==> config.mk <==
export PLATFORM = sky130hd
export DESIGN_NAME = lcm_mode_ctrl
export DESIGN_NICKNAME = d
export VERILOG_FILES = /design/src/lcm_pkg.sv /design/src/lcm_mode_ctrl.sv
export VERILOG_INCLUDE_DIRS = /design/src
export SDC_FILE = /design/constraint.sdc
export NUM_CORES = 1
export LEC_CHECK = 0
export BUFFER_PORTS_ARGS = -buffer_cell sky130_fd_sc_hd__buf_2
export CELL_PAD_IN_SITES_DETAIL_PLACEMENT = 1
export CELL_PAD_IN_SITES_GLOBAL_PLACEMENT = 1
export CORE_AREA = 2 2 90 92
export CTS_BUF_LIST = sky130_fd_sc_hd__clkbuf_2
export CTS_CLUSTER_SIZE = 10
export DETAILED_ROUTE_END_ITERATION = 12
export DIE_AREA = 0 0 92 94
export GPL_ROUTABILITY_DRIVEN = 0
export PLACE_DENSITY = 0.84
export SYNTH_ARGS = -nofsm -noshare
export SYNTH_HDL_FRONTEND = slang
export SYNTH_SLANG_ARGS = --single-unit
==> constraint.sdc <==
create_clock -name pclk -period 9.7 [get_ports pclk]
set_input_delay 1.94 -clock pclk [delete_from_list [all_inputs] [get_ports pclk]]
set_output_delay 1.94 -clock pclk [all_outputs]
set_load 0.1 [all_outputs]
==> src/lcm_regs.svh <==
`ifndef LCM_REGS_SVH
`define LCM_REGS_SVH

// Register word indices; byte address is four times the index
`define LCM_IDX_MODE    14'h2205
`define LCM_IDX_PRIO    14'h2280
`define LCM_IDX_SWCTL   14'h2281
`define LCM_IDX_STAT    14'h2282

// Mode register fields
`define LCM_STEP_FLT    7
`define LCM_MPROF_HI    6
`define LCM_MPROF_LO    4
`define LCM_SMODE_HI    3
`define LCM_SMODE_LO    2
`define LCM_FHOLD       1
`define LCM_FFREE       0
`define LCM_MODE_RST    8'h00
`define LCM_MODE_W      8

// Selection modes
`define LCM_SEL_AUTO    2'h0
`define LCM_SEL_MAN_AUT 2'h1
`define LCM_SEL_MAN_HLD 2'h2
`define LCM_SEL_USER    2'h3

// Own registers
`define LCM_PRIO_RST    18'h00000
`define LCM_SWCTL_RST   5'h00
`define LCM_SWST_HI     1
`define LCM_SWST_LO     0
`define LCM_SWPR_HI     4
`define LCM_SWPR_LO     2

// Status register fields
`define LCM_ST_ST_LO    0
`define LCM_ST_PR_LO    2
`define LCM_ST_FTW      5
`define LCM_ST_REVAL    6
`define LCM_ST_HIST     7
`define LCM_ST_VAL_LO   8

`endif

==> src/lcm_pkg.sv <==
`default_nettype none
package lcm_pkg;

  typedef enum logic [1:0] {
    LCM_ST_FREERUN  = 2'b00,
    LCM_ST_HOLDOVER = 2'b01,
    LCM_ST_ACTIVE   = 2'b10
  } lcm_state_t;

endpackage
`default_nettype wire

==> src/lcm_mode_ctrl.sv <==
`timescale 1ns/100ps
`default_nettype none
`include "lcm_regs.svh"

// Contract
// - Step with fault enable clear: drop triggering edge, restart reference acquisition.
// - Step with fault enable set: also reset reference monitor, revalidate first.
// - Manual profile field bits 6:4 picks profile 0..5; codes 6, 7 unused.
// - Mode 0: automatically choose valid profile of highest priority.
// - Auto with no qualifying profile: holdover if history exists, else freerun.
// - Auto priority tie: lowest numbered profile wins.
// - Mode 1: manual profile until invalid, then automatic priority selection.
// - Mode 2: manual profile until invalid, then holdover.
// - Mode 3: no autonomous selection; software directs profile and state.
// - Force holdover bit 1 puts loop in holdover unless force freerun bit 0 is set; clearing restores operation.
// - Forced holdover without history uses freerun tuning word.
// - Force freerun bit 0 puts loop in freerun.
module lcm_mode_ctrl #(
  parameter int ADDR_W = 16,
  parameter int NPROF  = 6,
  parameter int PRIO_W = 3
) (
  input  wire logic              pclk,
  input  wire logic              presetn,
  input  wire logic              psel,
  input  wire logic              penable,
  input  wire logic              pwrite,
  input  wire logic [ADDR_W-1:0] paddr,
  input  wire logic [31:0]       pwdata,
  output logic [31:0]            prdata,
  output logic                   pready,
  output logic                   pslverr,
  input  wire logic [NPROF-1:0]  profile_valid,
  input  wire logic              history_avail,
  input  wire logic              ref_validated,
  input  wire logic              phase_step,
  output logic [1:0]             loop_state,
  output logic [2:0]             active_profile,
  output logic                   use_freerun_tw,
  output logic                   discard_edge,
  output logic                   restart_acq,
  output logic                   refmon_reset
);

  localparam int PRIO_BITS = NPROF * PRIO_W;

  // ----------------------------------------------------------------
  // Registers and sampled inputs
  // ----------------------------------------------------------------
  logic [`LCM_MODE_W-1:0] mode_q;
  logic [PRIO_BITS-1:0]   prio_q;
  logic [4:0]             swctl_q;
  logic [NPROF-1:0]       valid_q;
  logic                   hist_q;
  logic                   refok_q;
  logic                   step_q;
  logic                   reval_q;
  logic                   discard_q;
  logic                   restart_q;
  logic                   refrst_q;
  lcm_pkg::lcm_state_t    state_q;
  lcm_pkg::lcm_state_t    state_d;
  logic [2:0]             prof_q;
  logic [2:0]             prof_d;
  logic                   ftw_q;

  logic                   ffree;
  logic                   fhold;
  logic                   step_flt;
  logic [1:0]             smode;
  logic [2:0]             mprof;
  logic                   man_ok;
  logic                   found;
  logic [2:0]             best;
  logic                   wr_en;
  logic                   rd_hit;
  logic [13:0]            widx;

  assign ffree    = mode_q[`LCM_FFREE];
  assign fhold    = mode_q[`LCM_FHOLD];
  assign step_flt = mode_q[`LCM_STEP_FLT];
  assign smode    = mode_q[`LCM_SMODE_HI:`LCM_SMODE_LO];
  assign mprof    = mode_q[`LCM_MPROF_HI:`LCM_MPROF_LO];

  // ----------------------------------------------------------------
  // Profile helpers
  // ----------------------------------------------------------------
  // Codes past the last profile never count as valid
  function automatic logic prof_valid(input logic [NPROF-1:0] v, input logic [2:0] p);
    prof_valid = (int'(p) < NPROF) ? v[p] : 1'b0;
  endfunction

  // Smaller priority value wins; strict compare keeps the lowest index on a tie
  function automatic logic [3:0] pick_best(input logic [NPROF-1:0] v,
                                           input logic [PRIO_BITS-1:0] pr);
    logic [PRIO_W-1:0] bp;
    logic              f;
    logic [2:0]        bi;
    bp = '0;
    f  = 1'b0;
    bi = 3'h0;
    for (int i = 0; i < NPROF; i++) begin
      if (v[i] && (!f || pr[i*PRIO_W +: PRIO_W] < bp)) begin
        f  = 1'b1;
        bp = pr[i*PRIO_W +: PRIO_W];
        bi = 3'(i);
      end
    end
    pick_best = {f, bi};
  endfunction

  assign man_ok        = prof_valid(valid_q, mprof);
  assign {found, best} = pick_best(valid_q, prio_q);

  // ----------------------------------------------------------------
  // APB slave
  // ----------------------------------------------------------------
  assign widx    = paddr[15:2];
  assign wr_en   = psel && penable && pwrite;
  assign pready  = 1'b1;
  assign rd_hit  = (widx == `LCM_IDX_MODE) || (widx == `LCM_IDX_PRIO) ||
                   (widx == `LCM_IDX_SWCTL) || (widx == `LCM_IDX_STAT);
  assign pslverr = psel && penable && (!rd_hit || paddr[1:0] != 2'h0);

  always_ff @(posedge pclk or negedge presetn) begin
    if (!presetn) begin
      mode_q  <= `LCM_MODE_RST;
      prio_q  <= `LCM_PRIO_RST;
      swctl_q <= `LCM_SWCTL_RST;
    end else if (wr_en && paddr[1:0] == 2'h0) begin
      unique case (widx)
        `LCM_IDX_MODE:  mode_q  <= pwdata[`LCM_MODE_W-1:0];
        `LCM_IDX_PRIO:  prio_q  <= pwdata[PRIO_BITS-1:0];
        `LCM_IDX_SWCTL: swctl_q <= pwdata[4:0];
        default: ;
      endcase
    end
  end

  always_comb begin
    prdata = 32'h00000000;
    if (psel && !pwrite && paddr[1:0] == 2'h0) begin
      unique case (widx)
        `LCM_IDX_MODE:  prdata[`LCM_MODE_W-1:0] = mode_q;
        `LCM_IDX_PRIO:  prdata[PRIO_BITS-1:0]   = prio_q;
        `LCM_IDX_SWCTL: prdata[4:0]             = swctl_q;
        `LCM_IDX_STAT: begin
          prdata[`LCM_ST_ST_LO +: 2]         = state_q;
          prdata[`LCM_ST_PR_LO +: 3]         = prof_q;
          prdata[`LCM_ST_FTW]                = ftw_q;
          prdata[`LCM_ST_REVAL]              = reval_q;
          prdata[`LCM_ST_HIST]               = hist_q;
          prdata[`LCM_ST_VAL_LO +: NPROF]    = valid_q;
        end
        default: prdata = 32'h00000000;
      endcase
    end
  end

  // ----------------------------------------------------------------
  // Input sampling
  // ----------------------------------------------------------------
  always_ff @(posedge pclk or negedge presetn) begin
    if (!presetn) begin
      valid_q <= '0;
      hist_q  <= 1'b0;
      refok_q <= 1'b0;
      step_q  <= 1'b0;
    end else begin
      valid_q <= profile_valid;
      hist_q  <= history_avail;
      refok_q <= ref_validated;
      step_q  <= phase_step;
    end
  end

  // ----------------------------------------------------------------
  // Phase step handling
  // ----------------------------------------------------------------
  // A step always drops its edge; with the fault enable set the restart
  // waits until the reference monitor has revalidated the input.
  always_ff @(posedge pclk or negedge presetn) begin
    if (!presetn) begin
      discard_q <= 1'b0;
      restart_q <= 1'b0;
      refrst_q  <= 1'b0;
      reval_q   <= 1'b0;
    end else begin
      discard_q <= step_q;
      refrst_q  <= step_q && step_flt;
      restart_q <= (step_q && !step_flt) ||
                   (!step_q && reval_q && refok_q);
      // New step wins over completion of a pending revalidation
      if (step_q && step_flt) begin
        reval_q <= 1'b1;
      end else if (refok_q) begin
        reval_q <= 1'b0;
      end
    end
  end

  // ----------------------------------------------------------------
  // Loop state selection
  // ----------------------------------------------------------------
  // Fallback is evaluated every cycle, so a manual profile that becomes
  // valid again is taken back without software action.
  always_comb begin
    state_d = lcm_pkg::LCM_ST_FREERUN;
    prof_d  = prof_q;
    if (ffree) begin
      state_d = lcm_pkg::LCM_ST_FREERUN;
    end else if (fhold) begin
      state_d = lcm_pkg::LCM_ST_HOLDOVER;
    end else begin
      unique case (smode)
        `LCM_SEL_AUTO: begin
          if (found) begin
            state_d = lcm_pkg::LCM_ST_ACTIVE;
            prof_d  = best;
          end else begin
            state_d = hist_q ? lcm_pkg::LCM_ST_HOLDOVER : lcm_pkg::LCM_ST_FREERUN;
          end
        end
        `LCM_SEL_MAN_AUT: begin
          if (man_ok) begin
            state_d = lcm_pkg::LCM_ST_ACTIVE;
            prof_d  = mprof;
          end else if (found) begin
            state_d = lcm_pkg::LCM_ST_ACTIVE;
            prof_d  = best;
          end else begin
            state_d = hist_q ? lcm_pkg::LCM_ST_HOLDOVER : lcm_pkg::LCM_ST_FREERUN;
          end
        end
        `LCM_SEL_MAN_HLD: begin
          if (man_ok) begin
            state_d = lcm_pkg::LCM_ST_ACTIVE;
            prof_d  = mprof;
          end else begin
            state_d = lcm_pkg::LCM_ST_HOLDOVER;
          end
        end
        `LCM_SEL_USER: begin
          prof_d = swctl_q[`LCM_SWPR_HI:`LCM_SWPR_LO];
          unique case (swctl_q[`LCM_SWST_HI:`LCM_SWST_LO])
            2'h1:    state_d = lcm_pkg::LCM_ST_HOLDOVER;
            2'h2:    state_d = lcm_pkg::LCM_ST_ACTIVE;
            default: state_d = lcm_pkg::LCM_ST_FREERUN;
          endcase
        end
      endcase
    end
  end

  always_ff @(posedge pclk or negedge presetn) begin
    if (!presetn) begin
      state_q <= lcm_pkg::LCM_ST_FREERUN;
      prof_q  <= 3'h0;
    end else begin
      state_q <= state_d;
      prof_q  <= prof_d;
    end
  end

  // Holdover without history falls back to the freerun word
  always_ff @(posedge pclk or negedge presetn) begin
    if (!presetn) begin
      ftw_q <= 1'b1;
    end else begin
      ftw_q <= (state_d != lcm_pkg::LCM_ST_HOLDOVER) || !hist_q;
    end
  end

  assign loop_state     = state_q;
  assign active_profile = prof_q;
  assign use_freerun_tw = ftw_q;
  assign discard_edge   = discard_q;
  assign restart_acq    = restart_q;
  assign refmon_reset   = refrst_q;
endmodule
`default_nettype wire

# Word level (Yosys, flattened, before mapping)
# Cells that the tools add are included.
# word_totals
elab_cells	116
regBits	50
input_bits	62
# classes
reduce_logical	44
n_eq_ne	11
mux	38
n_lt_le_gt_ge	7
bitwise_logic	2
# op_table
operator	count
equality test 14 bit, second input constant	4
2-to-1 mux 3 bit	12
one-hot mux 5 bit (4 select lines)	1
2-to-1 mux 18 bit	1
logical AND 1 bit	15
less-than comparator 3 bit	5
2-to-1 mux 1 bit	12
one-hot mux 3 bit (4 select lines)	1
one-hot mux 6 bit (2 select lines)	1
logical OR 1 bit	11
zero test 1 bit	10
2-to-1 mux 2 bit	5
one-hot mux 3 bit (3 select lines)	1
one-hot mux 2 bit (4 select lines)	1
equality test 2 bit, second input constant	3
AND reduction 2 bit	3
equality test 2 x 1 -> 1 bit, second input constant	2
zero test 2 bit	2
less-than comparator 3 x 4 -> 1 bit, second input constant	1
2-to-1 mux 4 bit	1
one-hot mux 2 bit (2 select lines)	1
nonzero test 2 bit	2
binary-select mux 1 bit (select 3 bit)	1
less-than comparator 3 bit, second input constant	1
4 further kinds	5

# Depth between registers and ports, before layout
# depth
word_depth	28
depth_mapped	32

# Worst setup path before layout
# Ideal clock, no wire load.
# synth_path
path_type	in2out
from	in paddr[10]
to	out prdata[0]
path_buffers	0
stages	7
path_slack_ns	3.086
required_ns	7.760
t_arrival_ns	4.674
cell_sequence	nor4b_2 > nand4b_1 > or3b_4 > nor3b_4 > or3_2 > nand2_1 > nor2_1
# synth_via
elab_chain_len	3
# synth_rtl
item	line_no	source
start: declaration	lcm_mode_ctrl.sv:28	input wire logic [ADDR_W-1:0] paddr,
equality test 14 bit	lcm_mode_ctrl.sv:143	unique case (widx)
one-hot mux 5 bit (4 select lines) (*)	lcm_mode_ctrl.sv:143	
2-to-1 mux 18 bit (*)	lcm_mode_ctrl.sv:142	if (psel && !pwrite && paddr[1:0] == 2'h0) begin
end: declaration	lcm_mode_ctrl.sv:30	output logic [31:0] prdata,
# Every way passes the cells marked *; elsewhere a longest branch is shown, timed or not.

# Worst setup path in the final report
# layout_path
from	reg valid_q[0]
to	reg prof_q[1] (netlist: active_profile[1])
# layout_via
elab_chain_len	24
# layout_rtl
item	line_no	source
start: declaration	lcm_mode_ctrl.sv:53	logic [NPROF-1:0] valid_q;
start signal: assignment	lcm_mode_ctrl.sv:170	valid_q <= profile_valid;
2-to-1 mux 3 bit / 2-to-1 mux 1 bit (equally long branches)	lcm_mode_ctrl.sv:103	if (v[i] && (!f || pr[i*PRIO_W +: PRIO_W] < bp)) begin
less-than comparator 3 bit / zero test 1 bit (equally long branches)	lcm_mode_ctrl.sv:103	
logical OR 1 bit	lcm_mode_ctrl.sv:103	
logical AND 1 bit	lcm_mode_ctrl.sv:103	
2-to-1 mux 3 bit / 2-to-1 mux 1 bit (equally long branches)	lcm_mode_ctrl.sv:103	
less-than comparator 3 bit / zero test 1 bit (equally long branches)	lcm_mode_ctrl.sv:103	
logical OR 1 bit	lcm_mode_ctrl.sv:103	
logical AND 1 bit	lcm_mode_ctrl.sv:103	
(+8 left out)	-	
2-to-1 mux 3 bit / 2-to-1 mux 1 bit (equally long branches)	lcm_mode_ctrl.sv:103	
less-than comparator 3 bit / zero test 1 bit (equally long branches)	lcm_mode_ctrl.sv:103	
logical OR 1 bit	lcm_mode_ctrl.sv:103	
logical AND 1 bit	lcm_mode_ctrl.sv:103	
2-to-1 mux 3 bit / 2-to-1 mux 1 bit (equally long branches)	lcm_mode_ctrl.sv:103	
2-to-1 mux 3 bit	lcm_mode_ctrl.sv:217, lcm_mode_ctrl.sv:228	
2-to-1 mux 3 bit	lcm_mode_ctrl.sv:225	if (man_ok) begin
one-hot mux 3 bit (4 select lines)	lcm_mode_ctrl.sv:215	unique case (smode)
end signal: assignment	lcm_mode_ctrl.sv:261	prof_q <= prof_d;
end: declaration	lcm_mode_ctrl.sv:63	logic [2:0] prof_q;
# Several ways; a longest one is shown, not always the timed one. The select of a mux whose other input is x is not followed.
# A chain may end at the register's enable or synchronous reset.

==> results.md <==
- Synth area leader: dfrtp_1
- Core area: 7610 um^2
- Final nets: 453
- Post-synth EDFFs: 0
- PD cells: 119 nW/um^2
- Pleak: 0.00182 uW
- Met3 Track Usage GR: 3.53%
- Global routing's busiest layer: met2
- Simple-Gate Fraction of Synth Area: 15.6%
- Mapped cell area: 3150 um^2
- Die width: 92 um
- RSZ-0062 raised after global routing: no
- Hold Violations, Final: 0
- Initial antenna violation count: 0
- Hold-fix buffers, CTS: 0
- Ys flop type: dfrtp_1
- Most common cell in the synthesized netlist: dfrtp_1
- # diodes: 0
- Inserted Clock Buffers: 5
- Asr flop ratio synth: 100%
- Design Power: 434 uW
- DRC viols: 0
- Most common library cells after synthesis: dfrtp_1 (49), mux2_2 (30), nand2_1 (28)
- I/O Buffers: 75
- CP max stage cell: dfrtp_1
- Synth Area in XOR/XNOR: 0%
- Sink Count: 50
- Area growth syn-to-layout: 15.6%
- Clock skew: 0.0286 ns
- H-tree depth: 2
- Slew @ Worst Pin: 1.10 ns
- Achievable frequency: 0.141 GHz
- Switching power: 153 uW
- Remaining Overflow, GRT: 0
- Post-route antenna net violation count: 0
- Register share of total power: 50.7%
- Critical path class: flop to flop
- Worst path max stage delay: 0.65 ns
- Critical R2R Capture: active_profile[1]
- Final Cycle Share: 73.2%
- Hold endpoint: discard_edge
- Number of cell rows: 32
- Synth cell types: 62
- Endpoint type of the worst setup path: flop
- Setup TNS: 0 ns
- Dpl hpwl: 6460 um
- Die height: 94 um
- Largest family of logic cells by synthesized area: multiplexers
- Clock buffer depth: 2
- Post-synth top area share: 38.9%
- Setup slack, reg-to-reg: 2.60 ns
- Combinational power share: 22.6%
- Area post-placement: 3570 um^2
- Reg2Reg Depth: 30
- Vias post-DR: 2708
- GRT Total Usage: 20.3%
- Startpoint Class: flop
- Setup violators final: 0
- Synthesis Warnings: 0
- Yosys reg bits: 50
- Cells after Synth: 308
- CTS Root Buffer Type: clkbuf_2
- Crit Path Max Fanout: 12
- CP Data Arrival Time: 7.47 ns
- Met2 Use GR: 36.8%
- Die footprint: 8650 um^2
- Routed length per instance: 17.3 um
- CP top delay family: compound AO/OA/AOI/OAI gates
- Max VDD drop: 59.2 uV
- Register area share after synthesis: 39.8%
- Switch share: 35.1%
- Synth area leaders: dfrtp_1 (39%), mux2_2 (11%), ha_1 (4.0%)
- Reg2Reg Launch Point: valid_q[0]
- CTS tree: built
- WP data required: 10.07 ns
- Share of cells above drive strength 1: 35.3%
- Pre-antenna DRT Iters: 5
- WP buf/inv: 2
- Pin count of the biggest net entering global routing: 51
- CTS clk-pin slew, worst paths: 0.26 ns
- Run status: finished clean
- Routed wire length: 8370 um
- Worst hold path depth: 0
- P_int: 282 uW
- Io pins: 105
- Post-CTS Setup Bufs: 0
- Compound-gate portion of the synthesized area: 15.1%
- Power share of the clock group: 26.7%
- Initial Utilization: 41.4%
- Multiplexer share of the synthesized area: 18.8%
- Worst Hold Class: flop to flop
- Met1 GRT Util: 25.2%
- Max-slew violation count: 0
- Tmin final: 7.10 ns
- Mean post-synth cell area: 10.2 um^2
- Cts repair resizes: 0
- Final instance area: 3640 um^2
- Adder-Cell Fraction of Synth Area: 3.97%
- DR iter-0 viols: 138
- Hold Startpoint: step_q
- Vias/cell: 5.60
- Rel. slew slack: 26.6%
- Max-Cap Viols: 0
- Vias in the first global route: 2833
- Worst skew pair latency: 0.46 ns
- First-pass GRT wire length: 13900 um
## layout make-up
| class | count | area (um^2) |
|---|---|---|
| Fill cell | 903 | 3970 |
| Multi-Input combinational cell | 232 | 1740 |
| Sequential cell | 50 | 1250 |
| Timing Repair Buffer | 77 | 390 |
| Tap cell | 102 | 128 |
| Inverter | 15 | 58.8 |
| Clock inverter | 3 | 43.8 |
| Clock buffer | 5 | 25.0 |
## power groups by stage
stage	sequential (uW)	clock, uW	combinational, uW
finish	220	116	98.0
global placement	223	0	96.3
global route	221	128	105
CTS	220	121	98.5
floorplan	241	0	59.2
detailed placement	224	0	98.0
## sequential cells by signal, summed over array words and instances (netlist names)
register        count
prio_q             18
mode_q              8
use_freerun_tw      1
discard_edge        1
refmon_reset        1
swctl_q             5
step_q              1
active_profile      3
refok_q             1
restart_acq         1
loop_state          2
valid_q             6
reval_q             1
hist_q              1
## cells by family (layout without fill, tap and decap cells)
family | count (synthesis) | after routing
AOI/OAI and AO/OA | 67 | 67
adders and majority gates | 10 | 10
other | 2 | 15
muxes | 50 | 50
buffers and inverters | 39 | 100
DFF | 50 | 50
and+or+nand+nor | 90 | 90
## placed cells by master (no fill, tap or decap), types with 3 or more instances in the layout
master,netlist,final
o22ai_1,3,3
o21ai_0,12,12
nand2_1,28,28
nand3_1,3,3
and2_1,5,5
conb_1,2,15
nand4_1,3,3
nor3_1,4,4
a222oi_1,5,5
dfrtp_1,49,49
clkbuf_2,0,5
nor2_1,23,23
a21oi_1,14,14
mux2_4,8,8
mux2i_1,11,11
buf_2,3,75
mux2_2,30,30
a211oi_1,3,3
nor2b_1,3,3
ha_1,10,10
a21o_1,6,6
inv_1,14,14
a22oi_1,5,5
## per-layer routing
layer  wire length [um]  share of wire (%)
met1               3550                 42
met2               4250                 51
met3                484                5.8
met4                 80               0.96
met5                  0                  0
## stage by stage
step	util [%]	std cells	setup slack (ns)	hold slack [ns]
3_3_place_gp	46.9	476	2.90	0.396
3_5_place_dp	46.9	476	2.69	0.411
4_1_cts	47.8	484	2.60	0.462
6_report	47.8	484	2.60	0.457
5_1_grt	47.8	484	2.04	0.487
2_1_floorplan	-	321	3.09	0.387
## how the worst max path moves through the flow
stage	start	to	cells after the start
after global routing	valid_q[0]	active_profile[1]	30
after floorplan	paddr[10]	prdata[0]	7
after detailed placement	valid_q[0]	active_profile[1]	30
after CTS	valid_q[0]	active_profile[1]	30
after global placement	valid_q[0]	active_profile[1]	30
final	valid_q[0]	active_profile[1]	30
No activity file was read; power rests on OpenSTA's default activity.
